[src/verilog/rxca_pkg.sv]
// Shared constants and types for the receive clock mode and comma align block.
package rxca_pkg;

  // ****************************************************************
  // Register map
  // ****************************************************************
  localparam logic [3:0] RXCA_ADDR_STATUS = 4'h0;
  localparam logic [3:0] RXCA_ADDR_MASK = 4'h1;
  localparam logic [3:0] RXCA_ADDR_STATE = 4'h2;
  localparam logic [2:0] RXCA_STATUS_RST = 3'h0;
  localparam logic [2:0] RXCA_MASK_RST = 3'h0;
  localparam int RXCA_EV_COMMA = 0;
  localparam int RXCA_EV_REALIGN = 1;
  localparam int RXCA_EV_PRBS_ERR = 2;
  localparam int RXCA_ST_HOLD = 0;
  localparam int RXCA_ST_MODE_LO = 1;
  localparam int RXCA_ST_PRBS_PASS = 4;
  localparam int RXCA_ST_ALIGN_EN = 5;

  // ****************************************************************
  // Word framing
  // ****************************************************************
  localparam int RXCA_WORD_W = 10;
  localparam int RXCA_HALF_W = 5;
  localparam logic [6:0] RXCA_COMMA_PAT = 7'h1f;
  localparam logic [3:0] RXCA_COMMA_LAST_POS = 4'h6;
  localparam logic [3:0] RXCA_REALIGN_POS = 4'h7;
  localparam logic [3:0] RXCA_LAST_POS = 4'h9;
  localparam logic [3:0] RXCA_CLK_FALL_POS = 4'h5;
  localparam logic [3:0] RXCA_OUT_POS = 4'h5;
  localparam logic [3:0] RXCA_DDR_LO_POS = 4'h7;
  localparam logic [3:0] RXCA_DDR_HI_POS = 4'h2;
  localparam logic [3:0] RXCA_PRBS_CLEAN_MAX = 4'hf;

  // ****************************************************************
  // Types
  // ****************************************************************
  typedef enum logic [2:0] {
    RXCA_MODE_HALF = 3'b001,
    RXCA_MODE_FULL = 3'b010,
    RXCA_MODE_DDR = 3'b100
  } rxca_mode_t;

  typedef struct packed {
    logic [3:0] addr;
    logic [7:0] wdata;
    logic wr;
    logic rd;
  } rxca_reg_req_t;

  typedef struct packed {
    logic rate_select;
    logic width_select;
    logic align_enable;
    logic prbs_enable;
  } rxca_pins_t;

endpackage : rxca_pkg

[src/verilog/rxca_prbs_chk.sv]
// Self-synchronising seven-bit pseudo-random sequence checker.
`timescale 1ns/1ps

module rxca_prbs_chk (
  input wire logic mclk, // Block clock.
  input wire logic rst_n, // Synchronous reset, active low.
  input wire logic enable, // Checker enable.
  input wire logic bit_valid, // One received bit this cycle.
  input wire logic bit_in, // Received bit.
  output logic pass, // High while the sequence checks clean.
  output logic err // One-cycle pulse on a bit mismatch.
);
  import rxca_pkg::*;

  typedef struct packed {
    logic [6:0] hist;
    logic [3:0] clean;
    logic pass;
    logic err;
  } rxca_chk_st_t;

  rxca_chk_st_t st_q;
  rxca_chk_st_t st_d;
  logic predicted;

  always_comb begin
    st_d = st_q;
    predicted = st_q.hist[6] ^ st_q.hist[5];
    st_d.err = 1'b0;
    if (!enable) begin
      st_d.clean = 4'h0;
      st_d.pass = 1'b0;
    end else if (bit_valid) begin
      st_d.hist = {st_q.hist[5:0], bit_in};
      if (bit_in != predicted) begin
        st_d.clean = 4'h0;
        st_d.pass = 1'b0;
        st_d.err = 1'b1;
      end else if (st_q.clean != RXCA_PRBS_CLEAN_MAX) begin
        st_d.clean = st_q.clean + 4'h1;
      end else begin
        st_d.pass = 1'b1;
      end
    end
  end

  always_ff @(posedge mclk) begin
    if (!rst_n) begin
      st_q <= '0;
    end else begin
      st_q <= st_d;
    end
  end

  assign pass = st_q.pass;
  assign err = st_q.err;

  property p_err_drops_pass;
    @(posedge mclk) disable iff (!rst_n)
      err |-> !pass ##1 !pass;
  endproperty
  a_err_drops_pass: assert property (p_err_drops_pass) else $error("pass high after error");

endmodule : rxca_prbs_chk

[src/verilog/rxca_top.sv]
// Receive word clock generation, comma alignment and sync or test-pass output.
//
// Decided for this implementation: the plain strobed port and the placing of the registers.
`timescale 1ns/1ps

// Notes on behaviour
// - Half rate: each word valid at either rising edge.
// - Realignment moves word clocks to new word boundary.
// - Realignment only stretches clock phases, never shortens.
// - Half rate: clock a rises for words 1, 3.
// - Half rate: clock b rises for words 0, 2.
// - Full rate: clock a only, one word period.
// - Double rate: clock a only, data both edges.
// - Both selects low: half-rate clocks on both outputs.
// - Width low, rate high: full clock a, b low.
// - Width high: rate ignored, full clock a, b low.
// - Enabled alignment finds comma, realigns to word boundary.
// - Disabled alignment: raw words, no realignment.
// - Sync pulses on comma, only while alignment enabled.
// - Test mode: sync output shows checker pass.
// - Width low selects ten-bit, high five-bit interface.
// - Double rate: upper five outputs held low.
// - Test enable turns on generator and checker.
module rxca_top (
  input wire logic mclk, // Block clock, 25 MHz.
  input wire logic rst_n, // Synchronous reset, active low.
  input wire logic serial_clk, // Recovered bit clock, asynchronous.
  input wire logic serial_data, // Recovered serial bit, asynchronous.
  input rxca_pkg::rxca_pins_t pins, // Mode pins, asynchronous.
  input rxca_pkg::rxca_reg_req_t reg_req, // Register request.
  output logic [7:0] rd_data, // Read data, one cycle after the strobe.
  output logic [9:0] rx_parallel_word, // Received word or half word.
  output logic rx_word_clock_a, // First receive word clock.
  output logic rx_word_clock_b, // Second receive word clock.
  output logic sync_pass, // Comma sync pulse or test pass.
  output logic prbs_gen_enable, // Enables the sequence generator.
  output logic irq // Level interrupt.
);
  import rxca_pkg::*;

  // ****************************************************************
  // State
  // ****************************************************************
  typedef struct packed {
    logic [1:0] sclk_sync;
    logic [1:0] sdat_sync;
    logic sclk_prev;
    logic [1:0] rate_sync;
    logic [1:0] width_sync;
    logic [1:0] align_sync;
    logic [1:0] prbs_sync;
    rxca_mode_t mode;
    logic [3:0] bit_cnt;
    logic [1:0] word_cnt;
    logic [6:0] hist;
    logic [9:0] asm_word;
    logic asm_comma;
    logic [9:0] done_word;
    logic done_comma;
    logic [4:0] ddr_keep;
    logic [9:0] out_word;
    logic sync_out;
    logic clk_a;
    logic clk_b;
    logic want_a;
    logic hold;
    logic [2:0] status;
    logic [2:0] mask;
    logic [7:0] rdata;
  } rxca_st_t;

  rxca_st_t st_q;
  rxca_st_t st_d;
  logic bit_ev;
  logic bit_val;
  logic [6:0] hist_new;
  logic comma_now;
  logic realign;
  logic [3:0] next_cnt;
  logic want_a;
  logic want_b;
  logic [9:0] asm_new;
  logic [2:0] events;
  logic [7:0] state_word;
  logic prbs_pass;
  logic prbs_err;
  logic align_en;
  logic half_mode;

  assign bit_ev = st_q.sclk_sync[1] & ~st_q.sclk_prev;
  assign bit_val = st_q.sdat_sync[1];
  assign align_en = st_q.align_sync[1];
  assign half_mode = (st_q.mode == RXCA_MODE_HALF);

  rxca_prbs_chk u_prbs_chk (
    .mclk(mclk),
    .rst_n(rst_n),
    .enable(st_q.prbs_sync[1]),
    .bit_valid(bit_ev),
    .bit_in(bit_val),
    .pass(prbs_pass),
    .err(prbs_err)
  );

  always_comb begin
    state_word = 8'h00;
    state_word[RXCA_ST_HOLD] = st_q.hold;
    state_word[RXCA_ST_MODE_LO +: 3] = st_q.mode;
    state_word[RXCA_ST_PRBS_PASS] = prbs_pass;
    state_word[RXCA_ST_ALIGN_EN] = align_en;
  end

  // ****************************************************************
  // Next state
  // ****************************************************************
  always_comb begin
    st_d = st_q;
    hist_new = {st_q.hist[5:0], bit_val};
    comma_now = bit_ev && (hist_new == RXCA_COMMA_PAT) && align_en;
    realign = comma_now && (st_q.bit_cnt != RXCA_COMMA_LAST_POS);
    asm_new = st_q.asm_word;
    asm_new[st_q.bit_cnt] = bit_val;
    next_cnt = st_q.bit_cnt;
    want_a = st_q.want_a;
    want_b = 1'b0;
    events = 3'h0;

    // Pin synchronisers; the first stage feeds only the second.
    st_d.sclk_sync = {st_q.sclk_sync[0], serial_clk};
    st_d.sdat_sync = {st_q.sdat_sync[0], serial_data};
    st_d.sclk_prev = st_q.sclk_sync[1];
    st_d.rate_sync = {st_q.rate_sync[0], pins.rate_select};
    st_d.width_sync = {st_q.width_sync[0], pins.width_select};
    st_d.align_sync = {st_q.align_sync[0], pins.align_enable};
    st_d.prbs_sync = {st_q.prbs_sync[0], pins.prbs_enable};

    if (st_q.width_sync[1]) begin
      st_d.mode = RXCA_MODE_DDR;
    end else if (st_q.rate_sync[1]) begin
      st_d.mode = RXCA_MODE_FULL;
    end else begin
      st_d.mode = RXCA_MODE_HALF;
    end

    if (bit_ev) begin
      st_d.hist = hist_new;
      if (realign) begin
        // Comma bits become positions 0 to 6 of the new word.
        for (int i = 0; i < 7; i++) begin
          asm_new[i] = hist_new[6 - i];
        end
        next_cnt = RXCA_REALIGN_POS;
        // The cut word takes a number, so the held clock level matches the parity at release.
        st_d.word_cnt = st_q.word_cnt + 2'h1;
        st_d.asm_comma = 1'b1;
        events[RXCA_EV_REALIGN] = 1'b1;
      end else if (st_q.bit_cnt == RXCA_LAST_POS) begin
        st_d.done_word = asm_new;
        st_d.done_comma = st_q.asm_comma;
        st_d.asm_comma = 1'b0;
        st_d.word_cnt = st_q.word_cnt + 2'h1;
        next_cnt = 4'h0;
      end else begin
        if (comma_now) begin
          st_d.asm_comma = 1'b1;
        end
        next_cnt = st_q.bit_cnt + 4'h1;
      end
      if (comma_now) begin
        events[RXCA_EV_COMMA] = 1'b1;
      end
      st_d.asm_word = asm_new;
      st_d.bit_cnt = next_cnt;

      // Output words change mid-period so they stand across the clock edge.
      if (st_q.mode == RXCA_MODE_DDR) begin
        if (next_cnt == RXCA_DDR_LO_POS) begin
          st_d.out_word = {5'h00, st_q.done_word[4:0]};
          st_d.ddr_keep = st_q.done_word[9:5];
          st_d.sync_out = st_q.done_comma & align_en;
        end else if (next_cnt == RXCA_DDR_HI_POS) begin
          st_d.out_word = {5'h00, st_q.ddr_keep};
        end
      end else if (next_cnt == RXCA_OUT_POS) begin
        st_d.out_word = st_q.done_word;
        st_d.sync_out = st_q.done_comma & align_en;
      end

      // Desired clock levels in the new phase.
      if (half_mode) begin
        want_a = st_d.word_cnt[0];
      end else begin
        want_a = (next_cnt < RXCA_CLK_FALL_POS);
      end
      st_d.want_a = want_a;

      if (realign) begin
        st_d.hold = 1'b1;
      end else if (st_q.hold) begin
        // Release only at the start of a phase equal to the held level.
        if ((want_a != st_q.want_a) && (want_a == st_q.clk_a)) begin
          st_d.hold = 1'b0;
        end
      end else begin
        st_d.clk_a = want_a;
        st_d.clk_b = half_mode & ~want_a;
      end
    end

    if (!half_mode) begin
      st_d.clk_b = 1'b0;
    end
    if (st_q.mode == RXCA_MODE_DDR) begin
      st_d.out_word[9:5] = 5'h00;
    end
    if (!align_en) begin
      st_d.sync_out = 1'b0;
    end
    events[RXCA_EV_PRBS_ERR] = prbs_err;

    // Register slave; a new event wins over the read clear.
    st_d.rdata = 8'h00;
    if (reg_req.rd) begin
      case (reg_req.addr)
        RXCA_ADDR_STATUS: begin
          st_d.rdata = {5'h00, st_q.status};
        end
        RXCA_ADDR_MASK: begin
          st_d.rdata = {5'h00, st_q.mask};
        end
        RXCA_ADDR_STATE: begin
          st_d.rdata = state_word;
        end
        default: begin
          st_d.rdata = 8'h00;
        end
      endcase
    end
    if (reg_req.rd && (reg_req.addr == RXCA_ADDR_STATUS)) begin
      st_d.status = events;
    end else begin
      st_d.status = st_q.status | events;
    end
    if (reg_req.wr && (reg_req.addr == RXCA_ADDR_MASK)) begin
      st_d.mask = reg_req.wdata[2:0];
    end
  end

  always_ff @(posedge mclk) begin
    if (!rst_n) begin
      st_q <= '0;
      st_q.mode <= RXCA_MODE_HALF;
      st_q.status <= RXCA_STATUS_RST;
      st_q.mask <= RXCA_MASK_RST;
    end else begin
      st_q <= st_d;
    end
  end

  // ****************************************************************
  // Outputs
  // ****************************************************************
  assign rd_data = st_q.rdata;
  assign rx_parallel_word = st_q.out_word;
  assign rx_word_clock_a = st_q.clk_a;
  assign rx_word_clock_b = st_q.clk_b;
  assign sync_pass = st_q.prbs_sync[1] ? prbs_pass : st_q.sync_out;
  assign prbs_gen_enable = st_q.prbs_sync[1];
  assign irq = |(st_q.status & st_q.mask);

  // ****************************************************************
  // Checks
  // ****************************************************************
  logic [3:0] seg_bits_q;

  always_ff @(posedge mclk) begin
    if (!rst_n) begin
      seg_bits_q <= 4'hf;
    end else if (st_q.mode != st_d.mode) begin
      // A mode switch may cut one phase; the first toggle after it is not measured.
      seg_bits_q <= 4'hf;
    end else if (st_q.clk_a != st_d.clk_a) begin
      seg_bits_q <= 4'h0;
    end else if (bit_ev && (seg_bits_q != 4'hf)) begin
      seg_bits_q <= seg_bits_q + 4'h1;
    end
  end

  property p_no_short_phase;
    @(posedge mclk) disable iff (!rst_n)
      (st_q.clk_a != st_d.clk_a) && (seg_bits_q != 4'hf) |-> seg_bits_q >= 4'h4;
  endproperty
  a_no_short_phase: assert property (p_no_short_phase) else $error("short clock phase");

  property p_half_antiphase;
    @(posedge mclk) disable iff (!rst_n)
      half_mode && $stable(st_q.mode) && !st_q.hold && $changed(st_q.clk_a)
        |-> st_q.clk_b == !st_q.clk_a;
  endproperty
  a_half_antiphase: assert property (p_half_antiphase) else $error("clocks not antiphase");

  property p_b_low_not_half;
    @(posedge mclk) disable iff (!rst_n)
      !half_mode |=> !rx_word_clock_b;
  endproperty
  a_b_low_not_half: assert property (p_b_low_not_half) else $error("clock b active");

  property p_a_rise_odd;
    @(posedge mclk) disable iff (!rst_n)
      half_mode && $stable(st_q.mode) && $rose(st_q.clk_a) |-> st_q.word_cnt[0];
  endproperty
  a_a_rise_odd: assert property (p_a_rise_odd) else $error("clock a on even word");

  property p_b_rise_even;
    @(posedge mclk) disable iff (!rst_n)
      half_mode && $stable(st_q.mode) && $rose(st_q.clk_b) |-> !st_q.word_cnt[0];
  endproperty
  a_b_rise_even: assert property (p_b_rise_even) else $error("clock b on odd word");

  property p_ddr_upper_low;
    @(posedge mclk) disable iff (!rst_n)
      (st_q.mode == RXCA_MODE_DDR) && bit_ev ##1 (st_q.mode == RXCA_MODE_DDR)
        |-> rx_parallel_word[9:5] == 5'h00;
  endproperty
  a_ddr_upper_low: assert property (p_ddr_upper_low) else $error("upper bits driven");

  property p_realign_pos;
    @(posedge mclk) disable iff (!rst_n)
      realign |=> (st_q.bit_cnt == RXCA_REALIGN_POS) && st_q.hold;
  endproperty
  a_realign_pos: assert property (p_realign_pos) else $error("realign position wrong");

  property p_no_realign_disabled;
    @(posedge mclk) disable iff (!rst_n)
      !align_en |-> !realign ##1 !st_q.status[RXCA_EV_REALIGN] || $past(st_q.status[1]);
  endproperty
  a_no_realign_disabled: assert property (p_no_realign_disabled) else $error("realign off");

  property p_sync_needs_enable;
    @(posedge mclk) disable iff (!rst_n)
      !align_en && !st_q.prbs_sync[1] |=> !sync_pass || $past(st_q.prbs_sync[1], 1) || align_en;
  endproperty
  a_sync_needs_enable: assert property (p_sync_needs_enable) else $error("sync while off");

  property p_test_pass;
    @(posedge mclk) disable iff (!rst_n)
      st_q.prbs_sync[1] && prbs_err |=> !sync_pass;
  endproperty
  a_test_pass: assert property (p_test_pass) else $error("pass after error");

  c_realign: cover property (@(posedge mclk) disable iff (!rst_n) realign);
  c_half_a_rise: cover property (@(posedge mclk) disable iff (!rst_n)
    half_mode && $rose(st_q.clk_a));
  c_sync_pulse: cover property (@(posedge mclk) disable iff (!rst_n) $rose(st_q.sync_out));
  c_ddr_words: cover property (@(posedge mclk) disable iff (!rst_n)
    (st_q.mode == RXCA_MODE_DDR) && $rose(st_q.clk_a));

endmodule : rxca_top

[config.mk]
export PLATFORM = sky130hd
export DESIGN_NAME = rxca_top
export DESIGN_NICKNAME = d
export VERILOG_FILES = /design/src/verilog/rxca_pkg.sv /design/src/verilog/rxca_prbs_chk.sv /design/src/verilog/rxca_top.sv
export SDC_FILE = /design/constraint.sdc
export NUM_CORES = 1
export LEC_CHECK = 0
export BUFFER_PORTS_ARGS = -buffer_cell sky130_fd_sc_hd__buf_2
export CORE_MARGIN = 2
export CORE_UTILIZATION = 34
export CTS_CLUSTER_SIZE = 25
export DETAILED_ROUTE_END_ITERATION = 10
export GPL_ROUTABILITY_DRIVEN = 0
export PLACE_DENSITY_LB_ADDON = 0.1
export SYNTH_ARGS = -nofsm -noshare
export SYNTH_HDL_FRONTEND = slang
export SYNTH_SLANG_ARGS = --single-unit
[constraint.sdc]
create_clock -name mclk -period 5.7 [get_ports mclk]
set_clock_uncertainty 0.15 [all_clocks]
set_input_delay 0.855 -clock mclk [delete_from_list [all_inputs] [get_ports mclk]]
set_output_delay 0.855 -clock mclk [all_outputs]
set_load 0.01 [all_outputs]
# Word level (Yosys, flattened, before mapping)

Cells that the tools add are included.

Register bits: 97
Word-level logic and storage cells: 130
Input port bits: 22

Bitwise operators: 11
$add $sub $neg: 3
$lt $le $gt $ge: 3
Eq/ne operators: 17
Mux-type cells: 34
Reduce and logical (&&, ||, !) cells: 30

Operators with widths:

| cell                                                              | number |
|---|---|
| 2-to-1 mux 11 bit                                                 | 2 |
| 2-to-1 mux 10 bit                                                 | 2 |
| case mux 6 bit (3 select lines)                                   | 1 |
| AND reduction 2 bit                                               | 9 |
| AND reduction 3 bit                                               | 6 |
| 2-to-1 mux 4 bit                                                  | 4 |
| 2-to-1 mux 1 bit                                                  | 15 |
| bitwise mux 10 bit                                                | 1 |
| adder 4 x 1 -> 4 bit, second input constant                       | 2 |
| equality test 4 x 2 -> 1 bit, second input constant               | 2 |
| equality test 4 x 3 -> 1 bit, second input constant               | 2 |
| 2-to-1 mux 2 bit                                                  | 4 |
| equality test 7 x 5 -> 1 bit, second input constant               | 1 |
| logical AND 1 bit                                                 | 7 |
| 2-to-1 mux 7 bit                                                  | 1 |
| 2-to-1 mux 3 bit                                                  | 2 |
| nonzero test 2 bit                                                | 3 |
| less-than comparator 4 x 5 -> 1 bit, second input constant        | 1 |
| 2-to-1 mux 5 bit                                                  | 1 |
| inverter 1 bit                                                    | 5 |
| demux 1 bit (select 4 bit)                                        | 1 |
| equality test 4 x 1 -> 1 bit, second input constant               | 1 |
| equality test 4 bit, second input constant                        | 1 |
| greater-or-equal comparator 4 x 1 -> 1 bit, second input constant | 1 |
| 18 further kinds                                                  | 23 |

# Logic depth before layout (Yosys ltp)

Depth in word-level cells: 15
Gate-level depth with buffers: 8

# Hierarchy

From an unflattened synthesis, not the netlist that was laid out.

Cell total of the unflattened synthesis: 440
Area, all modules: 4150.2 um^2

Modules (own cells, without submodules):

| module        | cells each | times used | seq. area each (um^2) | area an instance (um^2) |
|---|---|---|---|---|
| rxca_top      | 380        | 1          | 1601.5                | 3592.2 |
| rxca_prbs_chk | 60         | 1          | 260.2                 | 558.0 |

# Worst setup path before layout

No wires, ideal clock.

Path type: reg2out
Start point: register st_q, in the netlist prbs_gen_enable
End point: output sync_pass
Path slack: 3.662 ns
Arrival: 1.033 ns
Stages on the path, launching flop included: 3
Cells stage by stage: dfxtp_1 clkbuf_1 mux2_2

Longest elaborated chain between the ends: 1

Ends and longest elaborated chain:

| element                  | line            | RTL |
|---|---|---|
| start: declaration       | rxca_top.sv:72  | `rxca_st_t st_q;` |
| start signal: assignment | rxca_top.sv:256 | `st_q <= st_d;` |
| 2-to-1 mux 1 bit         | rxca_top.sv:267 | `assign sync_pass = st_q.prbs_sync[1] ? prbs_pass : st_q.sync_out;` |
| end: declaration         | rxca_top.sv:35  | `output logic sync_pass,` |

Every way passes these cells.

# Worst setup path in the final report

Start point: register st_q, in the netlist bit_val
End point: register st_q, in the netlist rx_parallel_word[8]

Longest elaborated chain between the ends: 9
Elaborated cells between the ends (all ways): 14

Ends and longest elaborated chain:

| element                                                                   | line            | RTL |
|---|---|---|
| equality test 7 x 5 -> 1 bit *                                            | rxca_top.sv:119 | `comma_now = bit_ev && (hist_new == RXCA_COMMA_PAT) && align_en;` |
| logical AND 1 bit * (2 in a row)                                          | rxca_top.sv:119 |  |
| logical AND 1 bit *                                                       | rxca_top.sv:120 | `realign = comma_now && (st_q.bit_cnt != RXCA_COMMA_LAST_POS);` |
| 2-to-1 mux 4 bit *                                                        | rxca_top.sv:147 | `if (realign) begin` |
| 2-to-1 mux 4 bit *                                                        | rxca_top.sv:145 | `if (bit_ev) begin` |
| equality test 4 x 3 -> 1 bit, or another cell as far along                | rxca_top.sv:177 | `if (next_cnt == RXCA_DDR_LO_POS) begin` |
| inequality test 3 x 1 -> 1 bit (no line), or another cell as far along    | -               |  |
| AND reduction 3 bit (no line) / 2-to-1 mux 11 bit (equally long branches) | -               |  |

Every way passes the cells marked *; elsewhere a longest branch is shown, timed or not. The select of a mux whose other input is x is not followed.
A chain may end at the register's enable or synchronous reset.

==> impl_metrics.env <==
export IMPL_outcome="complete, no violations"
export IMPL_rows=40
export IMPL_port_buffers=37
export IMPL_max_freq_mhz=352
export IMPL_r2r_start="bit_val"
export IMPL_synth_distinct_cells=63
export IMPL_peakVddDrop_mv=0.192
export IMPL_dr_pass1_iters=4
export IMPL_cts_sinks=93
export IMPL_layout_drive_gt1_share_pct=18.9
export IMPL_slew_viol_final=0
export IMPL_final_common_cell="dfxtp_1"
export IMPL_p_per_area_nw_per_um2=309
export IMPL_ant_nets=0
export IMPL_grt_max_degree=46
export IMPL_cap_violations=0
export IMPL_critPathBufInv=0
export IMPL_grt_use_total_pct=14.5
export IMPL_period_minus_slack_ns=2.84
export IMPL_cts_htree_levels=3
export IMPL_end_kind="register"
export IMPL_synth_cells=448
export IMPL_start_kind="register"
export IMPL_cts_setup_buffers=0
export IMPL_clk_pin_slew_ns=0.07
export IMPL_grt_setup_unrepaired="no"
export IMPL_hold_class="reg2reg"
export IMPL_fp_dieH_um=114
export IMPL_grt_ovfl_total=0
export IMPL_clkPwrFrac_pct=49.1
export IMPL_worst_slack_ns=2.86
export IMPL_crit_path_max_fanout=15
export IMPL_layout_area_seq_um2=1860
export IMPL_ios=45
export IMPL_via_per_inst=5.04
export IMPL_tritoncts="yes"
export IMPL_drtIter0Drc=157
export IMPL_cts_root_buf="clkbuf_16"
export IMPL_switching_share_pct=20.8
export IMPL_layout_cells_non_filler=602
export IMPL_fill_cells=1212
export IMPL_coreArea_um2=12000
export IMPL_cp_startpoint="bit_val"
export IMPL_worst_pin_slew_ns=0.985
export IMPL_antenna_cells=0
export IMPL_drc=0
export IMPL_grt_pass1_vias=2887
export IMPL_die_x_um=114
export IMPL_leakage_uw=0.00176
export IMPL_worstPathArrival_ns=2.92
export IMPL_synth_area_top_cells="dfxtp_1 (45%), mux2i_1 (8.0%), nor2_1 (4.3%)"
export IMPL_worstHoldStart="st_q[79]"
export IMPL_hpwlAfterDp_mm=5.72
export IMPL_fin_nets=473
export IMPL_wl_per_cell_um=14.5
export IMPL_max_stage_delay_ns=0.82
export IMPL_slew_limit_headroom_pct=34.3
export IMPL_synthDominantCellAreaShare_pct=45.0
export IMPL_grt_pass1_wl_mm=14.6
export IMPL_power_switching_uw=294
export IMPL_crit_family="compound AO/OA/AOI/OAI gates"
export IMPL_dp_cells=586
export IMPL_post_dp_cell_area_um2=4230
export IMPL_p_comb_share_pct=3.6
export IMPL_ys_ff_latch=93
export IMPL_stdcell_area_um2=4580
export IMPL_required_ns=5.78
export IMPL_yosysTopAreaCell="dfxtp_1"
export IMPL_totalWireLength_mm=8.74
export IMPL_start_util_pct=34.6
export IMPL_dieArea_um2=13100
export IMPL_synth_top_flop_cell="dfxtp_1"
export IMPL_synth_area_um2=4140
export IMPL_setup_viol=0
export IMPL_multiInputGateArea_um2=1970
export IMPL_synthArstFlopShare_pct=0
export IMPL_ys_warn_count=0
export IMPL_finalHoldViolCount=0
export IMPL_seqPwrFrac_pct=47.3
export IMPL_syn2layout_area_growth_pct=10.7
export IMPL_internal_power_uw=1120
export IMPL_grt_antenna_before_repair=0
export IMPL_pre_cts_ws_ns=2.88
export IMPL_cts_resized=0
export IMPL_hold_buffers=0
export IMPL_synth_edf_count=0
export IMPL_ys_seq_area_share_pct=45.0
export IMPL_post_route_period_util_pct=49.8
export IMPL_insertion_delay_ns=0.35
export IMPL_p_total_uw=1410
export IMPL_clock_path_buffers=2
export IMPL_critPathKind="reg2reg"
export IMPL_final_cell_mix="dfxtp_1 (93), nor2_1 (47), buf_2 (37), nand2_1 (36), a21oi_1 (34)"
export IMPL_syn_mean_instance_area_um2=9.23
export IMPL_cp_slowest_cell="o31a_1"
export IMPL_setup_tns_ns=0
export IMPL_crit_chain="nand4b_2 > nor3_1 > o31a_1 > mux2i_1 > nor2_1"
export IMPL_vias=3035
export IMPL_cts_buffers_inserted=9
-- state kept, by name, summed over array words and instances (netlist names) --
| name | cells |
|---|---|
| st_q | 46 |
| u_prbs_chk.st_q | 11 |
| rx_parallel_word | 10 |
| st_d | 7 |
| hist_new | 6 |
| rd_data | 6 |
| align_en | 1 |
| bit_val | 1 |
| prbs_gen_enable | 1 |
| rx_word_clock_a | 1 |
| rx_word_clock_b | 1 |
| u_prbs_chk.err | 1 |
| u_prbs_chk.pass | 1 |
-- metrics by stage --
step | hold slack [ns] | util [%]
global route | 0.293 | 38.3
floorplan | 0.248 | -
CTS | 0.282 | 38.3
global placement | 0.263 | 35.3
finish | 0.279 | 38.3
detailed placement | 0.269 | 35.3
-- cells by family (layout without fill, tap and decap cells) --
kind of cell | count (synthesis) | count (layout) | synth area share, %
mux | 36 | 36 | 8.80
flops | 93 | 93 | 45.0
fa+ha+maj | 1 | 1 | 0.303
simple gates | 175 | 175 | 23.1
other cells | 1 | 2 | 0.0907
buf+inv | 52 | 58 | 7.56
xor+xnor | 4 | 4 | 0.847
compound gates | 86 | 86 | 14.2
-- power groups by stage --
stage               logic [µW]  clock network, µW  registers [µW]
floorplan                 41.7                  0             678
global placement          51.9                  0             683
detailed placement        52.4                  0             683
CTS                       52.7                714             668
global route              58.1                742             669
finish                    51.5                693             668
-- per-layer routing --
layer / global-route usage [%] / routed length [µm] / share of wire (%) / vias to the layer above
met5: 0 / 0 / 0 / -
met4: 5.12 / 125 / 1.4 / 0
met3: 5.03 / 394 / 4.5 / 11
met2: 22.9 / 3970 / 45 / 62
met1: 18.4 / 4250 / 49 / 1419
li1: - / - / - / 1543
-- cells in the mapped netlist, drive strengths merged (2+ instances only) --
cell,number
dfxtp,93
nor2,53
nand2,36
a21oi,34
buf,33
mux2i,33
and2,17
clkbuf,17
a211oi,16
nand3,16
nor3,12
o21ai,12
a31oi,6
nand2b,5
nor3b,5
and3,4
nand4b,4
nor2b,4
or3b,4
mux2,3
nand3b,3
nor4b,3
or3,3
a21boi,2
o211a,2
o21bai,2
o221a,2
or2,2
xnor2,2
xor2,2
-- final timing paths --
check | cells after the start | slack [ns] | endpoint
setup / recovery | 5 | 2.86 | rx_parallel_word[8]
hold / removal | 2 | 0.28 | st_q[70]
setup reg to reg | 5 | 2.86 | rx_parallel_word[8]
hold reg to reg | 2 | 0.28 | st_q[70]
-- worst reg2reg max path, cell delays in order (launching register included) --
cell	delay (ns)
dfxtp_1	0.71
nand4b_2	0.35
nor3_1	0.37
o31a_1	0.82
mux2i_1	0.27
nor2_1	0.06
-- area by class of cell --
| class | instances | area share, % |
|---|---|---|
| multi-input combinational | 304 | 43.0 |
| sequential | 93 | 40.7 |
| clock buffer | 10 | 5.22 |
| timing repair buffer | 40 | 4.54 |
| tap | 147 | 4.02 |
| clock inverter | 6 | 2.41 |
| inverter | 2 | 0.164 |
Power figures use the tool's default switching activity.
